`config.mk`:
```
export PLATFORM = sky130hd
export DESIGN_NAME = alsf_status
export DESIGN_NICKNAME = d
export VERILOG_FILES = /design/src/alsf_pkg.sv /design/src/alsf_status.sv
export VERILOG_INCLUDE_DIRS = /design/src
export SDC_FILE = /design/constraint.sdc
export NUM_CORES = 1
export LEC_CHECK = 0
export BUFFER_PORTS_ARGS = -buffer_cell sky130_fd_sc_hd__buf_2
export CAP_MARGIN = 20
export CORE_MARGIN = 2
export CORE_UTILIZATION = 40
export CTS_CLUSTER_DIAMETER = 120
export DETAILED_ROUTE_END_ITERATION = 10
export PLACE_DENSITY = 0.69
export SYNTH_ARGS = -nofsm -noshare
export SYNTH_HDL_FRONTEND = slang
export SYNTH_SLANG_ARGS = --single-unit
```
`constraint.sdc`:
```
create_clock -name CORE_CLK -period 3.5 [get_ports CORE_CLK]
set_input_delay 1.05 -clock CORE_CLK [delete_from_list [all_inputs] [get_ports CORE_CLK]]
set_output_delay 1.05 -clock CORE_CLK [all_outputs]
set_load 0.01 [all_outputs]
```
`src/alsf_regs.svh`:
```
// register offsets, field positions, reset values of the alu status flag block
`ifndef ALSF_REGS_SVH
`define ALSF_REGS_SVH

// ======================================================================
// register map
`define ALSF_ADDR_W 12
`define ALSF_STATUS_OFFSET 12'h000
`define ALSF_RESULT_OFFSET 12'h004

// ======================================================================
// flag register fields
`define ALSF_BIT_C 0
`define ALSF_BIT_DC 1
`define ALSF_BIT_Z 2
`define ALSF_BIT_OV 3
`define ALSF_BIT_N 4
`define ALSF_BIT_PD 5
`define ALSF_BIT_TO 6
`define ALSF_FLAGS_RESET 5'h00
`define ALSF_STATUS_RESET 8'h60

`endif

```
`src/alsf_pkg.sv`:
```
// types of the alu status flag block
package alsf_pkg;

  // ======================================================================
  // operations that the core hands to the alu
  typedef enum logic [3:0] {
    ALSF_OP_ADD   = 4'h0,
    ALSF_OP_ADDC  = 4'h1,
    ALSF_OP_SUB   = 4'h2,
    ALSF_OP_SUBB  = 4'h3,
    ALSF_OP_AND   = 4'h4,
    ALSF_OP_IOR   = 4'h5,
    ALSF_OP_XOR   = 4'h6,
    ALSF_OP_RLC   = 4'h7,
    ALSF_OP_RRC   = 4'h8,
    ALSF_OP_CLR   = 4'h9,
    ALSF_OP_BCLR  = 4'ha,
    ALSF_OP_BSET  = 4'hb,
    ALSF_OP_SWAP  = 4'hc,
    ALSF_OP_FILE_TO_FILE_MOVE_INSTR = 4'hd,
    ALSF_OP_WREG_TO_FILE_MOVE_INSTR = 4'he
  } alsf_opcode_type;

  // ======================================================================
  // one operation request
  typedef struct packed {
    alsf_opcode_type opcode;
    logic src_status;
    logic dest_status;
    logic [2:0] bit_sel;
    logic [7:0] opnd_a;
    logic [7:0] opnd_b;
  } alsf_op_type;

endpackage

```
`src/alsf_status.sv`:
```
// alu status flag register with alu, watchdog flags and apb access
`include "alsf_regs.svh"

module alsf_status
  import alsf_pkg::*;
(
  input wire logic CORE_CLK, // core clock, 10 MHz
  input wire logic RESETN, // async reset, active low
  input wire logic OP_VALID, // operation strobe
  input wire alsf_op_type OP, // operation and operands
  output logic RESULT_VALID, // result strobe
  output logic [7:0] RESULT, // result byte
  input wire logic WDT_TIMEOUT, // watchdog expired pulse
  input wire logic SLEEP_EXEC, // sleep executed pulse
  input wire logic CLRWDT_EXEC, // watchdog clear pulse
  input wire logic PSEL, // apb select
  input wire logic PENABLE, // apb enable
  input wire logic PWRITE, // apb direction
  input wire logic [11:0] PADDR, // apb byte address
  input wire logic [31:0] PWDATA, // apb write data
  input wire logic [3:0] PSTRB, // apb byte strobes
  output logic [31:0] PRDATA, // apb read data
  output logic PREADY, // apb ready
  output logic PSLVERR // apb error
);

  // ======================================================================
  // state
  logic [4:0] flags_reg;
  logic [4:0] flags_next;
  logic to_reg;
  logic pd_reg;
  logic [7:0] result_reg;
  logic result_valid_reg;
  logic [31:0] prdata_reg;
  logic pslverr_reg;

  wire [7:0] status_rd = {1'b0, to_reg, pd_reg, flags_reg};

  // ======================================================================
  // operand selection and arithmetic
  wire [7:0] op_a = OP.src_status ? status_rd : OP.opnd_a;
  wire c_in = flags_reg[`ALSF_BIT_C];
  wire is_sub = (OP.opcode == ALSF_OP_SUB) || (OP.opcode == ALSF_OP_SUBB);
  wire [7:0] op_b = is_sub ? ~OP.opnd_b : OP.opnd_b;
  wire add_cin = (OP.opcode == ALSF_OP_SUB) ? 1'b1 :
                 ((OP.opcode == ALSF_OP_ADDC) || (OP.opcode == ALSF_OP_SUBB)) ? c_in : 1'b0;
  wire [8:0] sum9 = {1'b0, op_a} + {1'b0, op_b} + {8'h00, add_cin};
  wire [4:0] sum_lo = {1'b0, op_a[3:0]} + {1'b0, op_b[3:0]} + {4'h0, add_cin};
  wire add_ov = (op_a[7] == op_b[7]) && (sum9[7] != op_a[7]);
  wire [7:0] bit_mask = 8'h01 << OP.bit_sel;

  logic [7:0] alu_res;
  logic [4:0] new_flags;
  logic [4:0] upd_mask;
  logic zn_from_res;

  always_comb begin
    alu_res = 8'h00;
    new_flags = flags_reg;
    upd_mask = 5'h00;
    zn_from_res = 1'b0;
    unique case (OP.opcode)
      ALSF_OP_ADD, ALSF_OP_ADDC, ALSF_OP_SUB, ALSF_OP_SUBB: begin
        alu_res = sum9[7:0];
        new_flags[`ALSF_BIT_C] = sum9[8];
        new_flags[`ALSF_BIT_DC] = sum_lo[4];
        new_flags[`ALSF_BIT_OV] = add_ov;
        upd_mask = 5'h1f;
        zn_from_res = 1'b1;
      end
      ALSF_OP_AND: begin
        alu_res = op_a & OP.opnd_b;
        zn_from_res = 1'b1;
      end
      ALSF_OP_IOR: begin
        alu_res = op_a | OP.opnd_b;
        zn_from_res = 1'b1;
      end
      ALSF_OP_XOR: begin
        alu_res = op_a ^ OP.opnd_b;
        zn_from_res = 1'b1;
      end
      ALSF_OP_RLC: begin
        alu_res = {op_a[6:0], c_in};
        new_flags[`ALSF_BIT_C] = op_a[7];
        upd_mask[`ALSF_BIT_C] = 1'b1;
        zn_from_res = 1'b1;
      end
      ALSF_OP_RRC: begin
        alu_res = {c_in, op_a[7:1]};
        new_flags[`ALSF_BIT_C] = op_a[0];
        upd_mask[`ALSF_BIT_C] = 1'b1;
        zn_from_res = 1'b1;
      end
      ALSF_OP_CLR: begin
        alu_res = 8'h00;
        new_flags[`ALSF_BIT_Z] = 1'b1;
        upd_mask[`ALSF_BIT_Z] = 1'b1;
      end
      ALSF_OP_BCLR: alu_res = op_a & ~bit_mask;
      ALSF_OP_BSET: alu_res = op_a | bit_mask;
      ALSF_OP_SWAP: alu_res = {op_a[3:0], op_a[7:4]};
      ALSF_OP_FILE_TO_FILE_MOVE_INSTR: alu_res = op_a;
      ALSF_OP_WREG_TO_FILE_MOVE_INSTR: alu_res = OP.opnd_b;
      default: alu_res = 8'h00;
    endcase
    if (zn_from_res) begin
      new_flags[`ALSF_BIT_N] = alu_res[7];
      new_flags[`ALSF_BIT_Z] = (alu_res == 8'h00);
      upd_mask[`ALSF_BIT_N] = 1'b1;
      upd_mask[`ALSF_BIT_Z] = 1'b1;
    end
  end

  // ======================================================================
  // flag register write selection; an alu op that writes flags or targets the flag register wins over an apb write
  wire apb_setup = PSEL && !PENABLE;
  wire apb_access = PSEL && PENABLE;
  wire hit_status = (PADDR == `ALSF_STATUS_OFFSET);
  wire hit_result = (PADDR == `ALSF_RESULT_OFFSET);
  wire apb_wr_status = apb_access && PWRITE && hit_status && PSTRB[0];
  wire op_sets_flags = OP_VALID && (upd_mask != 5'h00);
  wire op_to_status = OP_VALID && OP.dest_status;

  always_comb begin
    flags_next = flags_reg;
    if (op_to_status && (upd_mask != 5'h00)) begin
      flags_next = new_flags;
    end else if (op_to_status) begin
      flags_next = alu_res[4:0];
    end else if (op_sets_flags) begin
      flags_next = new_flags;
    end else if (apb_wr_status) begin
      flags_next = PWDATA[4:0];
    end
  end

  always_ff @(posedge CORE_CLK or negedge RESETN) begin
    if (!RESETN) begin
      flags_reg <= `ALSF_FLAGS_RESET;
    end else begin
      flags_reg <= flags_next;
    end
  end

  // ======================================================================
  // timeout and powerdown: hardware owned, never written by software
  always_ff @(posedge CORE_CLK or negedge RESETN) begin
    if (!RESETN) begin
      to_reg <= 1'b1;
      pd_reg <= 1'b1;
    end else if (WDT_TIMEOUT) begin
      to_reg <= 1'b0;
    end else if (CLRWDT_EXEC) begin
      to_reg <= 1'b1;
      pd_reg <= 1'b1;
    end else if (SLEEP_EXEC) begin
      to_reg <= 1'b1;
      pd_reg <= 1'b0;
    end
  end

  // ======================================================================
  // result output; discarded whenever the operation targets the flag register
  always_ff @(posedge CORE_CLK or negedge RESETN) begin
    if (!RESETN) begin
      result_reg <= 8'h00;
      result_valid_reg <= 1'b0;
    end else begin
      result_valid_reg <= OP_VALID && !OP.dest_status;
      if (OP_VALID && !OP.dest_status) begin
        result_reg <= alu_res;
      end
    end
  end

  assign RESULT = result_reg;
  assign RESULT_VALID = result_valid_reg;

  // ======================================================================
  // apb read data captured in the setup cycle, zero wait answer
  wire [31:0] rd_mux = hit_status ? {24'h000000, status_rd} :
                       hit_result ? {24'h000000, result_reg} : 32'h00000000;

  always_ff @(posedge CORE_CLK or negedge RESETN) begin
    if (!RESETN) begin
      prdata_reg <= 32'h00000000;
      pslverr_reg <= 1'b0;
    end else if (apb_setup) begin
      prdata_reg <= rd_mux;
      pslverr_reg <= !(hit_status || hit_result) || (PWRITE && hit_result);
    end
  end

  assign PRDATA = prdata_reg;
  assign PREADY = 1'b1;
  assign PSLVERR = apb_access && pslverr_reg;

  wire plain_op = OP_VALID && !OP.src_status;
endmodule

```
Word-level counts from Yosys, hierarchy flattened. Cells that the tools add are included.

Add/subtract/negate cells: 4. Multiply operators: 0. Divide/modulo/power cells: 0. Magnitude comparators: 0. Eq/ne operators: 17. Shifts and indexed selects: 1. Multiplexer cells: 29. Bitwise operators: 8. Reductions and logical operators: 31.

Operators with widths (number): $pmux W8 S11 (1); $mux W8 (4); $eq A4 B4 Y1 const B (7); $mux W5 (4); $mux W1 (18); $and A8 B8 Y8 (2); $eq A4 B3 Y1 const B (4); $not A8 Y8 (2); $or A8 B8 Y8 (2); $eq A12 B3 Y1 const B (1); $logic_and A1 B1 Y1 (12); $logic_not A12 Y1 (1); $add A8 B8 Y9 (1); $add A9 B1 Y9 (1); $reduce_or A9 Y1 (1); $eq A4 B2 Y1 const B (2); $logic_not A8 Y1 (1); $shl A1 B3 Y8 const A (1); $xor A8 B8 Y8 (1); $reduce_or A6 Y1 (1); $add A4 B4 Y5 (1); $add A5 B1 Y5 (1); $reduce_bool A5 Y1 (1); $reduce_or A5 Y1 (1); other kinds (14) (19).

Bits in registers: 49. Bits in latches: 0. RAM bits: 0. ROM bits: 0. Output and inout bits: 43. Word-level logic and storage cells: 97. Memories: 0.

Longest topological paths before layout. Gate-level depths: netlist of the first run.

Depth in word-level cells: 11. Mapped depth: 15. Gate-level depth less buffers: 13.

Worst setup path after synthesis of the first run. Ideal clock, no wire load.

Path kind: input port to flip-flop. From: input OP[23] in the netlist's numbering. To: register flags_reg[2]. Library setup time: 76 ps. Data arrival time: 4261 ps. Data required time: 3424 ps. Setup slack: -837 ps. Cell stages on the path: 14. Buffers on the path: 2. Cells stage by stage: clkbuf_8 or2_2 clkbuf_1 nor2_2 xnor2_1 fa_1 fa_1 nand2b_1 a21oi_1 o31ai_1 a2111oi_1 and4_1 nand4_1 o21ai_1.

Cells in the longest elaborated chain, start to end: 11.

RTL lines: start: declaration (line alsf_status.sv:10) `input wire alsf_op_type OP,`; $eq A4 B2 Y1, or another cell as far along (line alsf_status.sv:44, alsf_status.sv:46, alsf_status.sv:63); $logic_or A1 B1 Y1, on equally long branches (line alsf_status.sv:44, alsf_status.sv:47); $mux W8 or $mux W1 (tied branches) (line alsf_status.sv:45, alsf_status.sv:47); $add A8 B8 Y9 or $mux W1 (tied branches) (line alsf_status.sv:48, alsf_status.sv:46); $add A9 B1 Y9 (line alsf_status.sv:48) `wire [8:0] sum9 = {1'b0, op_a} + {1'b0, op_b} + {8'h00, add_cin};`; $pmux W8 S11 (line alsf_status.sv:63) `unique case (OP.opcode)`; $logic_not A8 Y1 (line alsf_status.sv:110) `` new_flags[`ALSF_BIT_Z] = (alu_res == 8'h00); ``; $mux W1 (line alsf_status.sv:108) `if (zn_from_res) begin`; $mux W5 (line alsf_status.sv:132) `end else if (op_sets_flags) begin`; $mux W5 (line alsf_status.sv:130) `end else if (op_to_status) begin`; $mux W5 (line alsf_status.sv:128) `if (op_to_status && (upd_mask != 5'h00)) begin`; end signal: assignment (line alsf_status.sv:141) `` flags_reg <= `ALSF_FLAGS_RESET; ``; end signal: assignment (line alsf_status.sv:143) `flags_reg <= flags_next;`; end: declaration (line alsf_status.sv:29) `logic [4:0] flags_reg;`.

Several ways; a longest one is shown, not always the timed one. A chain may end at the register's enable or synchronous reset.

Worst setup path after layout of the first run.
From: input OP[24] in the netlist's numbering. To: register flags_reg[2].

Same word-level chain as after synthesis.

==> results.cfg, run 1 <==
[sta]
rsz_0062_raised_after_global_routing = true
timing.final.crit_period_ps = 3490
timing.hold.ws_ps = 476
highest_clock_rate_ghz = 0.287
worst_slew_pin_slew_ps = 915
finalClockSkew_ps = 4.59
final_max_slew_viol_count = 0
worst_slew_margin_rel = 0.385
hold_violations = 0
period_share = 0.996
setup_viol = 0
totalNegativeSetupSlack_ps = 0

[cells_and_area]
fraction_of_layout_cells_with_a_size_suffix_above_1 = 0.328
syn_to_final_growth_pct = 23.8
net_count_final = 574
fin_area_um2 = 3730
antenna_cells = 0
final_cell_mix = 68 x buf_2, 45 x buf_4, 34 x nand2_1, 26 x nor2_1, 25 x conb_1
fill_cell_instance_count_of_the_final_layout = 754
seq_area_um2 = 628
multi_input_area_um2 = 2180
layout.cells.most_common = buf_2

[synth]
synth_edf_count = 0
flop_and_latch_count_out_of_synthesis = 25
synth_cells = 388
seq_area_frac_synth = 0.208
asyncSetResetFlopFracSynth = 1.00
synth.distinct_cells = 73
synth.cell_area_um2 = 3010
ys_warn_count = 0
postSynth.topFlopCell = dfrtp_1
synth.avg_cell_area_um2 = 7.77

[grt]
grt_usage = 0.218
global_route_wire_length_before_repair_um = 14900
grt_max_degree = 26
antenna_found_initial = 0
number_of_global_route_vias_before_repair = 3090
globalRouteOverflowTotal = 0

[setup_path]
critical_path_max_stage_delay_ps = 350
worstPathMaxFanout = 4
worst-setup-path-type = input pin to flop
worst_ep_arrival_time_ps = 3630
critical_path.reg2reg.startpoint = flags_reg[0]
path_common_cell = buf_4
setup.worst_path.end_class = flop
cp_launch_type = input pin
timing.critical_path.from = OP[24]
worstPathRequired_ps = 3650
crit_chain = buf_6 > or2_4 > nor2_4 > buf_4 > buf_4 > xnor2_1 > ha_2 > nand2b_4 > a21oi_2 > buf_4 > or3_1 > a21oi_2 > a211o_1 > and2b_1 > nand4_1 > o21ai_1
cpMaxStageDelayCell = ha_2

[placement]
port_buffers = 69
gp_routability_congestion = 1.01
post_dp_cell_area_um2 = 3600
dp_hpwl_um = 7590

[flow_run]
cap_viol_max_count = 0

[clocking]
cts.root.buffer_cell = clkbuf_8
path_clk_slew_ps = 80
clkSinkCount = 25
cts-root-to-sink-buffers = 2
cts.htree.levels = 1
cts_hold_repair.buffers = 0
tritoncts.num_buffers = 3
cts_tree = built
clkLatencyLatePin_ps = 260

[die]
placeableCoreArea_um2 = 7290
fp.dieArea_um2 = 8240
starting_density_of_the_core = 0.413
fp.dieH_um = 90.8
floorplan.rows = 31
die_x_um = 90.8
ios = 125

[status]
run_status = complete, no violations

[worst_hold_path]
min_from = PRDATA[4]
min_path_type = flop to flop

[detailed_routing]
drt_first_pass_iters = 4
first_iter_violations = 187
routed_via_density = 5.66
final_antenna_violating_net_count = 0
detail_route.drc_violations = 0
post_drt_wl_per_cell_um = 16.1
via_count = 3287
finalWirelength_um = 9340

[pwr]
leakagePower_nw = 1.74
power_density_over_the_cells_nw_per_um2 = 310
vdd.ir_drop.worst_mv = 0.142
## Yosys cell counts, types with 3 or more instances
library cell  instances  area share
nand2_1              34       0.042
a21oi_1              31       0.051
nor2_1               27       0.034
buf_4                25       0.062
o21ai_0              25       0.042
dfrtp_1              23        0.19
nand3_1              18       0.030
inv_1                15       0.019
nand2b_1             15       0.031
mux2i_1              12       0.040
clkbuf_1             10       0.012
o31ai_1              10       0.025
nor3_1                8       0.013
ha_1                  7       0.029
o211ai_1              6       0.015
xor2_1                6       0.017
clkbuf_8              5       0.023
o22ai_1               5       0.010
xnor2_1               5       0.015
a221oi_1              4       0.012
a31oi_1               4      0.0083
a32oi_1               4       0.012
nand3b_1              4       0.010
nor2b_1               4      0.0083
and3_1                3      0.0062
buf_2                 3      0.0050
buf_6                 3       0.011
mux2_2                3       0.011
nand4_1               3      0.0062
nor4_1                3      0.0062
o221ai_1              3      0.0087
## power by group
part / internal, mW / leakage (nW) / switching [mW]
Sequential: 0.326 / 0.318 / 0.0325
Combinational: 0.287 / 1.40 / 0.349
Clock: 0.0792 / 0.0255 / 0.0819
## final cells by class
type	count	share of cell area
multi-input combinational	323	0.585
timing repair buffer	114	0.185
sequential	25	0.168
tap	99	0.0332
inverter	16	0.0161
clock buffer	3	0.0111
clock inverter	1	0.00134
## path summary, 6_finish.rpt
| check | to | depth (start not counted) | slack [ps] |
|---|---|---|---|
| max | flags_reg[2] | 16 | 10 |
| min | PRDATA[4] | 2 | 480 |
| max reg2reg | flags_reg[4] | 12 | 490 |
| min reg2reg | PRDATA[4] | 2 | 480 |
| max in group asynchronous | to_reg | 1 | 2370 |
| min in group asynchronous | RESULT[7] | 1 | 760 |
## cell families after synthesis
logic type,synth area share
buffers and inverters,0.135
muxes,0.0656
xor gates and xnor gates,0.0320
adders and majority gates,0.0457
and+or+nand+nor,0.231
AOI/OAI and AO/OA,0.279
DFF,0.208
other,0.00249
## worst max-delay path: cells and delay by family
| family | cells | cell delay, ps |
|---|---|---|
| adders and majority gates | 1 | 350 |
| and+or+nand+nor | 6 | 1090 |
| xor gates and xnor gates | 1 | 130 |
| AOI/OAI and AO/OA | 4 | 480 |
| buffers and inverters | 4 | 540 |
## stage by stage
| stage | setup slack (ps) | utilization | power [mW] | instances |
|---|---|---|---|---|
| 6_report | 13.4 | 0.511 | 1.16 | 581 |
| 5_1_grt | -90.3 | 0.511 | 1.24 | 581 |
| 4_1_cts | -62.4 | 0.505 | 1.14 | 580 |
| 3_5_place_dp | -407 | 0.494 | 0.965 | 575 |
| 3_3_place_gp | -362 | 0.494 | 0.954 | 575 |
| 2_1_floorplan | -358 | - | 0.752 | 411 |
## what timing repair did
action	in CTS	in global routing
setup endpoints to repair	2	6
pin swaps	12	6
resized for setup	5	9
buffers inserted	1	1
## metal layers
metal,up-vias,GRT usage,part of all wire
li1,1575,-,-
met1,1546,0.279,0.42
met2,146,0.385,0.48
met3,20,0.0284,0.070
met4,0,0.0593,0.023
met5,-,0,0
Note: power is estimated with default switching activity, not from simulation.
==> run 2: changes to the inputs <==
--- a/config.mk
+++ b/config.mk
@@ -8,6 +8,7 @@
 export LEC_CHECK = 0
 export BUFFER_PORTS_ARGS = -buffer_cell sky130_fd_sc_hd__buf_2
 export CAP_MARGIN = 20
+export CORE_ASPECT_RATIO = 2
 export CORE_MARGIN = 2
 export CORE_UTILIZATION = 40
 export CTS_CLUSTER_DIAMETER = 120
==> results.cfg, run 2 (synthesized netlist as in run 1, its figures left out) <==
[status]
run_status = complete, but fails checks
failed_checks = negative setup slack

[sta]
hold_violations = 0
highest_clock_rate_ghz = 0.283
timing.final.crit_period_ps = 3530
period_share = 1.01
postLayoutSetupSlackWorst_ps = -29.9
timing.hold.ws_ps = 471
worst_slew_pin_slew_ps = 649
totalNegativeSetupSlack_ps = -74.2
final_max_slew_viol_count = 0
rsz_0062_raised_after_global_routing = true
finalClockSkew_ps = 1.44
setup_viol = 3
worst_slew_margin_rel = 0.567

[pwr]
vdd.ir_drop.worst_mv = 0.157
seq_power_share = 0.275
p_sw_mw = 0.501
power_frac_clock = 0.196
pwr-share-comb = 0.529
p_int_mw = 0.793
leakagePower_nw = 1.80
power.total_mw = 1.29
power_density_over_the_cells_nw_per_um2 = 337
switching_share = 0.387

[cells_and_area]
multi_input_area_um2 = 2180
net_count_final = 581
fill_cell_instance_count_of_the_final_layout = 743
stdcell_count = 581
fin_area_um2 = 3840
fraction_of_layout_cells_with_a_size_suffix_above_1 = 0.333
seq_area_um2 = 628
layout.cells.most_common = buf_2
final_core_utilization = 0.528
antenna_cells = 0
syn_to_final_growth_pct = 27.3
final_cell_mix = 67 x buf_2, 48 x buf_4, 34 x nand2_1, 26 x nor2_1

[placement]
place_inst = 570
port_buffers = 69
gp_routability_congestion = 0.966
dp_hpwl_um = 8420
post_dp_cell_area_um2 = 3620
place_worst_setup_slack_ps = -353

[detailed_routing]
routed_via_density = 5.86
final_antenna_violating_net_count = 0
detail_route.drc_violations = 0
drt_first_pass_iters = 5
finalWirelength_um = 10400
first_iter_violations = 210
via_count = 3405
post_drt_wl_per_cell_um = 18.0

[clocking]
cts_hold_repair.buffers = 0
tritoncts.num_buffers = 3
clkSinkCount = 25
cts-root-to-sink-buffers = 2
path_clk_slew_ps = 60
clkLatencyLatePin_ps = 260
cts_tree = built
cts.htree.levels = 1
cts.root.buffer_cell = clkbuf_16

[die]
fp.dieH_um = 127
floorplan.rows = 44
placeableCoreArea_um2 = 7270
starting_density_of_the_core = 0.415
fp.dieArea_um2 = 8280
die_x_um = 65.4
ios = 125

[setup_path]
worst_ep_arrival_time_ps = 3720
setup.worst_path.end_class = flop
worst-setup-path-type = input pin to flop
worstPathMaxFanout = 3
cp_launch_type = input pin
worstPathRequired_ps = 3690

[grt]
grt_max_degree = 26
number_of_global_route_vias_before_repair = 3326
global_route_wire_length_before_repair_um = 15800
antenna_found_initial = 0
globalRouteOverflowTotal = 0
grt_usage = 0.249

[flow_run]
cap_viol_max_count = 0

[worst_hold_path]
min_path_type = flop to flop
==> run 2: worst paths after layout <==
path | startpoint | slack, ps | depth (start not counted) | endpoint
worst max-delay path | OP[23] | -30 | 15 | flags_reg[2]
worst min-delay path | PRDATA[2] | 470 | 2 | PRDATA[2]
worst max register to register | flags_reg[0] | 640 | 13 | flags_reg[2]
worst min register to register | PRDATA[2] | 470 | 2 | PRDATA[2]
max in group asynchronous | RESETN | 2360 | 1 | flags_reg[0]
min in group asynchronous | RESETN | 770 | 1 | PRDATA[5]
==> run 2: repair_timing <==
action / CTS / global route
endpoints found under the setup margin: 2 / 7
gates cloned: 0 / 0
pin swaps: 0 / 10
setup buffers: 0 / 7
hold endpoints to repair: 0 / 0
resized for setup: 2 / 15
==> run 2: power by group through the flow <==
| stage | combinational [mW] | clock [mW] | sequential [mW] |
|---|---|---|---|
| detailed placement | 0.626 | 0 | 0.362 |
| floorplan | 0.387 | 0 | 0.365 |
| CTS | 0.632 | 0.259 | 0.357 |
| global placement | 0.616 | 0 | 0.361 |
| global route | 0.739 | 0.267 | 0.363 |
| finish | 0.685 | 0.253 | 0.356 |
==> run 2: area by class of cell <==
type,instances,area share
multi-input combinational,323,0.569
timing repair buffer,121,0.201
sequential,25,0.164
tap,92,0.0300
clock buffer,4,0.0205
inverter,16,0.0157
==> run 2: per-layer routing <==
metal,up-vias,global-route usage,part of all wire
met5,-,0,0
met4,0,0.223,0.088
met2,199,0.459,0.52
met3,50,0.0204,0.061
met1,1582,0.230,0.33
li1,1574,-,-
==> run 2: critical path, cell delays in order <==
cell and delay [ps]:
buf_6 90, or2_4 260, nor2_4 130, xnor2_2 90, fa_2 360, fa_2 380
nand2b_4 180, a21oi_4 140, buf_6 130, or3_1 100, a21oi_1 60, a211o_1 300
and2b_1 240, nand4_1 90, o21ai_1 120
==> run 3: changes to the inputs <==
--- a/config.mk
+++ b/config.mk
@@ -6,14 +6,17 @@
 export SDC_FILE = /design/constraint.sdc
 export NUM_CORES = 1
 export LEC_CHECK = 0
+export ABC_AREA = 1
 export BUFFER_PORTS_ARGS = -buffer_cell sky130_fd_sc_hd__buf_2
 export CAP_MARGIN = 20
+export CELL_PAD_IN_SITES_DETAIL_PLACEMENT = 1
+export CELL_PAD_IN_SITES_GLOBAL_PLACEMENT = 2
 export CORE_ASPECT_RATIO = 2
 export CORE_MARGIN = 2
-export CORE_UTILIZATION = 40
+export CORE_UTILIZATION = 24
 export CTS_CLUSTER_DIAMETER = 120
 export DETAILED_ROUTE_END_ITERATION = 10
-export PLACE_DENSITY = 0.69
+export PLACE_DENSITY_LB_ADDON = 0.1
 export SYNTH_ARGS = -nofsm -noshare
 export SYNTH_HDL_FRONTEND = slang
 export SYNTH_SLANG_ARGS = --single-unit
==> results.cfg, run 3 <==
[cells_and_area]
fraction_of_layout_cells_with_a_size_suffix_above_1 = 0.245
layout.cells.most_common = nand2_1
antenna_cells = 0
syn_to_final_growth_pct = 33.3
fin_area_um2 = 4180
final_cell_mix = 197 x nand2_1, 78 x nor2_1, 67 x buf_2, 65 x inv_1, 57 x buf_4
stdcell_count = 833
net_count_final = 773

[synth]
synth.avg_cell_area_um2 = 5.63
synth_largest_area_cell = nand2_1
synth_top_cells_by_count = 201 x nand2_1, 82 x nor2_1, 66 x inv_1, 44 x nand3_1, 26 x buf_4
netlist_top_cells_area = nand2_1 24%, dfrtp_1 18%, nor2_1 9.8%
postSynth.topFlopCell = dfrtp_1
flop_and_latch_count_out_of_synthesis = 25
synth_edf_count = 0
asyncSetResetFlopFracSynth = 1.00
yosysMostFrequentCell = nand2_1
yosysTopAreaCellShare = 0.241
seq_area_frac_synth = 0.201
synth.distinct_cells = 40
ys_warn_count = 0
synth_cells = 556
synth.cell_area_um2 = 3130

[detailed_routing]
drt_first_pass_iters = 4
detail_route.drc_violations = 0
post_drt_wl_per_cell_um = 15.4
via_count = 3795
first_iter_violations = 126
finalWirelength_um = 12800
final_antenna_violating_net_count = 0
routed_via_density = 4.56

[sta]
highest_clock_rate_ghz = 0.292
finalClockSkew_ps = 3.50
final_max_slew_viol_count = 0
hold_violations = 0
period_share = 0.978
rsz_0062_raised_after_global_routing = true
timing.final.crit_period_ps = 3420
setup_viol = 0
timing.hold.ws_ps = 474
worst_slew_pin_slew_ps = 590
totalNegativeSetupSlack_ps = 0
worst_slew_margin_rel = 0.603

[pwr]
power.total_mw = 1.26
power_density_over_the_cells_nw_per_um2 = 302
vdd.ir_drop.worst_mv = 0.189
leakagePower_nw = 2.35

[die]
ios = 125
floorplan.rows = 59
die_x_um = 84.8
fp.dieArea_um2 = 14000
starting_density_of_the_core = 0.244
placeableCoreArea_um2 = 12800
fp.dieH_um = 166

[grt]
groute.layer.met3.usage = 0.0174
grt_max_degree = 26
number_of_global_route_vias_before_repair = 3778
globalRouteMet2Util = 0.326
grt_usage = 0.181
antenna_found_initial = 0
groute.layer.met1.usage = 0.238
globalRoute.busiestLayer = met2
global_route_wire_length_before_repair_um = 20000
globalRouteOverflowTotal = 0

[placement]
post_dp_cell_area_um2 = 3970
place_inst = 826
dp_hpwl_um = 10900
port_buffers = 69
gp_routability_congestion = 0.876

[setup_path]
path_common_cell = nand2_1
critical_path.reg2reg.startpoint = flags_reg[0]
worstPathMaxFanout = 3
timing.reg2reg.worst_path_depth = 17
worst-setup-path-type = input pin to flop
cpMaxStageDelayCell = fa_2
worst_ep_arrival_time_ps = 3580
crit_chain = buf_8 > nor2_4 > buf_6 > nand2_4 > xor2_2 > fa_2 > fa_2 > inv_2 > nand2_2 > nand2_1 > nor2_1 > nor2_1 > nand2_1 > nor2_2 > nand3_2 > buf_4 > o21ai_0 > nand2_1 > nand2_1 > nand2_1
cp_num_buf_inv = 4
category_of_cells_accounting_for_the_largest_share_of_critical_path_delay = simple AND/OR/NAND/NOR gates
worst_r2r_endpoint = flags_reg[2]
cp_launch_type = input pin
critical_path_max_stage_delay_ps = 410
critical_path.endpoint = flags_reg[2]
worstPathRequired_ps = 3660
setup.worst_path.end_class = flop
worst-path-stages = 20
timing.critical_path.from = OP[23]
rrSetupSlack_ps = 710

[clocking]
clkLatencyLatePin_ps = 260
clkSinkCount = 25
cts_tree = built
cts-root-to-sink-buffers = 2
tritoncts.num_buffers = 3
cts.root.buffer_cell = clkbuf_16
cts.htree.levels = 1
path_clk_slew_ps = 70

[status]
run_status = complete, no violations

[worst_hold_path]
min_path_type = flop to flop

[flow_run]
cap_viol_max_count = 0
[run 3: power breakdown]
part | internal (mW) | switching, mW
Sequential | 0.325 | 0.0287
Combinational | 0.262 | 0.378
Clock | 0.155 | 0.109
[run 3: repair_timing]
| item | CTS | global route |
|---|---|---|
| resized for setup | 8 | 13 |
| endpoints found under the setup margin | 1 | 5 |
| cloned | 0 | 0 |
| hold buffers | 0 | 0 |
| buffers inserted | 0 | 3 |
| pin swaps | 4 | 9 |
[run 3: worst min-delay path by stage]
| stage | to | startpoint | cells past startpoint |
|---|---|---|---|
| 5_1_grt | PRDATA[5] | PRDATA[5] | 2 |
| 6_report | PRDATA[5] | PRDATA[5] | 2 |
| 3_3_place_gp | PRDATA[3] | PRDATA[3] | 2 |
| 4_1_cts | PRDATA[5] | PRDATA[5] | 2 |
| 3_5_place_dp | PRDATA[5] | PRDATA[5] | 2 |
| 2_1_floorplan | pd_reg | pd_reg | 2 |
[run 3: through the flow]
stage / util / setup slack, ps
5_1_grt: 0.325 / -120
6_report: 0.325 / 78.3
4_1_cts: 0.318 / 19.3
2_1_floorplan: - / 10.2
3_3_place_gp: 0.309 / -313
3_5_place_dp: 0.309 / -373
[run 3: final cells by class]
class	count	area (um2)
timing repair buffer	128	812
tap	152	190
sequential	25	628
clock inverter	1	7.51
fill	1802	8670
inverter	68	255
clock buffer	3	75.1
multi-input combinational	456	2210
[run 3: kinds of logic (layout without fill, tap and decap cells)]
logic type                 after synthesis  after routing  share of synthesized area
adders and majority gates                9              9                     0.0408
DFF                                     25             25                      0.201
other                                    2             25                    0.00240
AOI/OAI and AO/OA                       59             59                      0.107
buffers and inverters                   98            200                      0.149
and+or+nand+nor                        354            354                      0.475
xor gates and xnor gates                 9              9                     0.0252
[run 3: worst reg2reg max path, delay by kind of cell (launching register included)]
kind                       cells  cell delay (ps)
DFF                            1              390
buffers and inverters          3              440
and+or+nand+nor               10              810
adders and majority gates      2              730
AOI/OAI and AO/OA              2              330
[run 3: routing by layer]
metal	up-vias	wire, um	part of all wire
li1	1948	-	-
met1	1777	5650	0.44
met2	64	6620	0.52
met3	6	473	0.037
met4	0	80	0.0062
met5	-	0	0
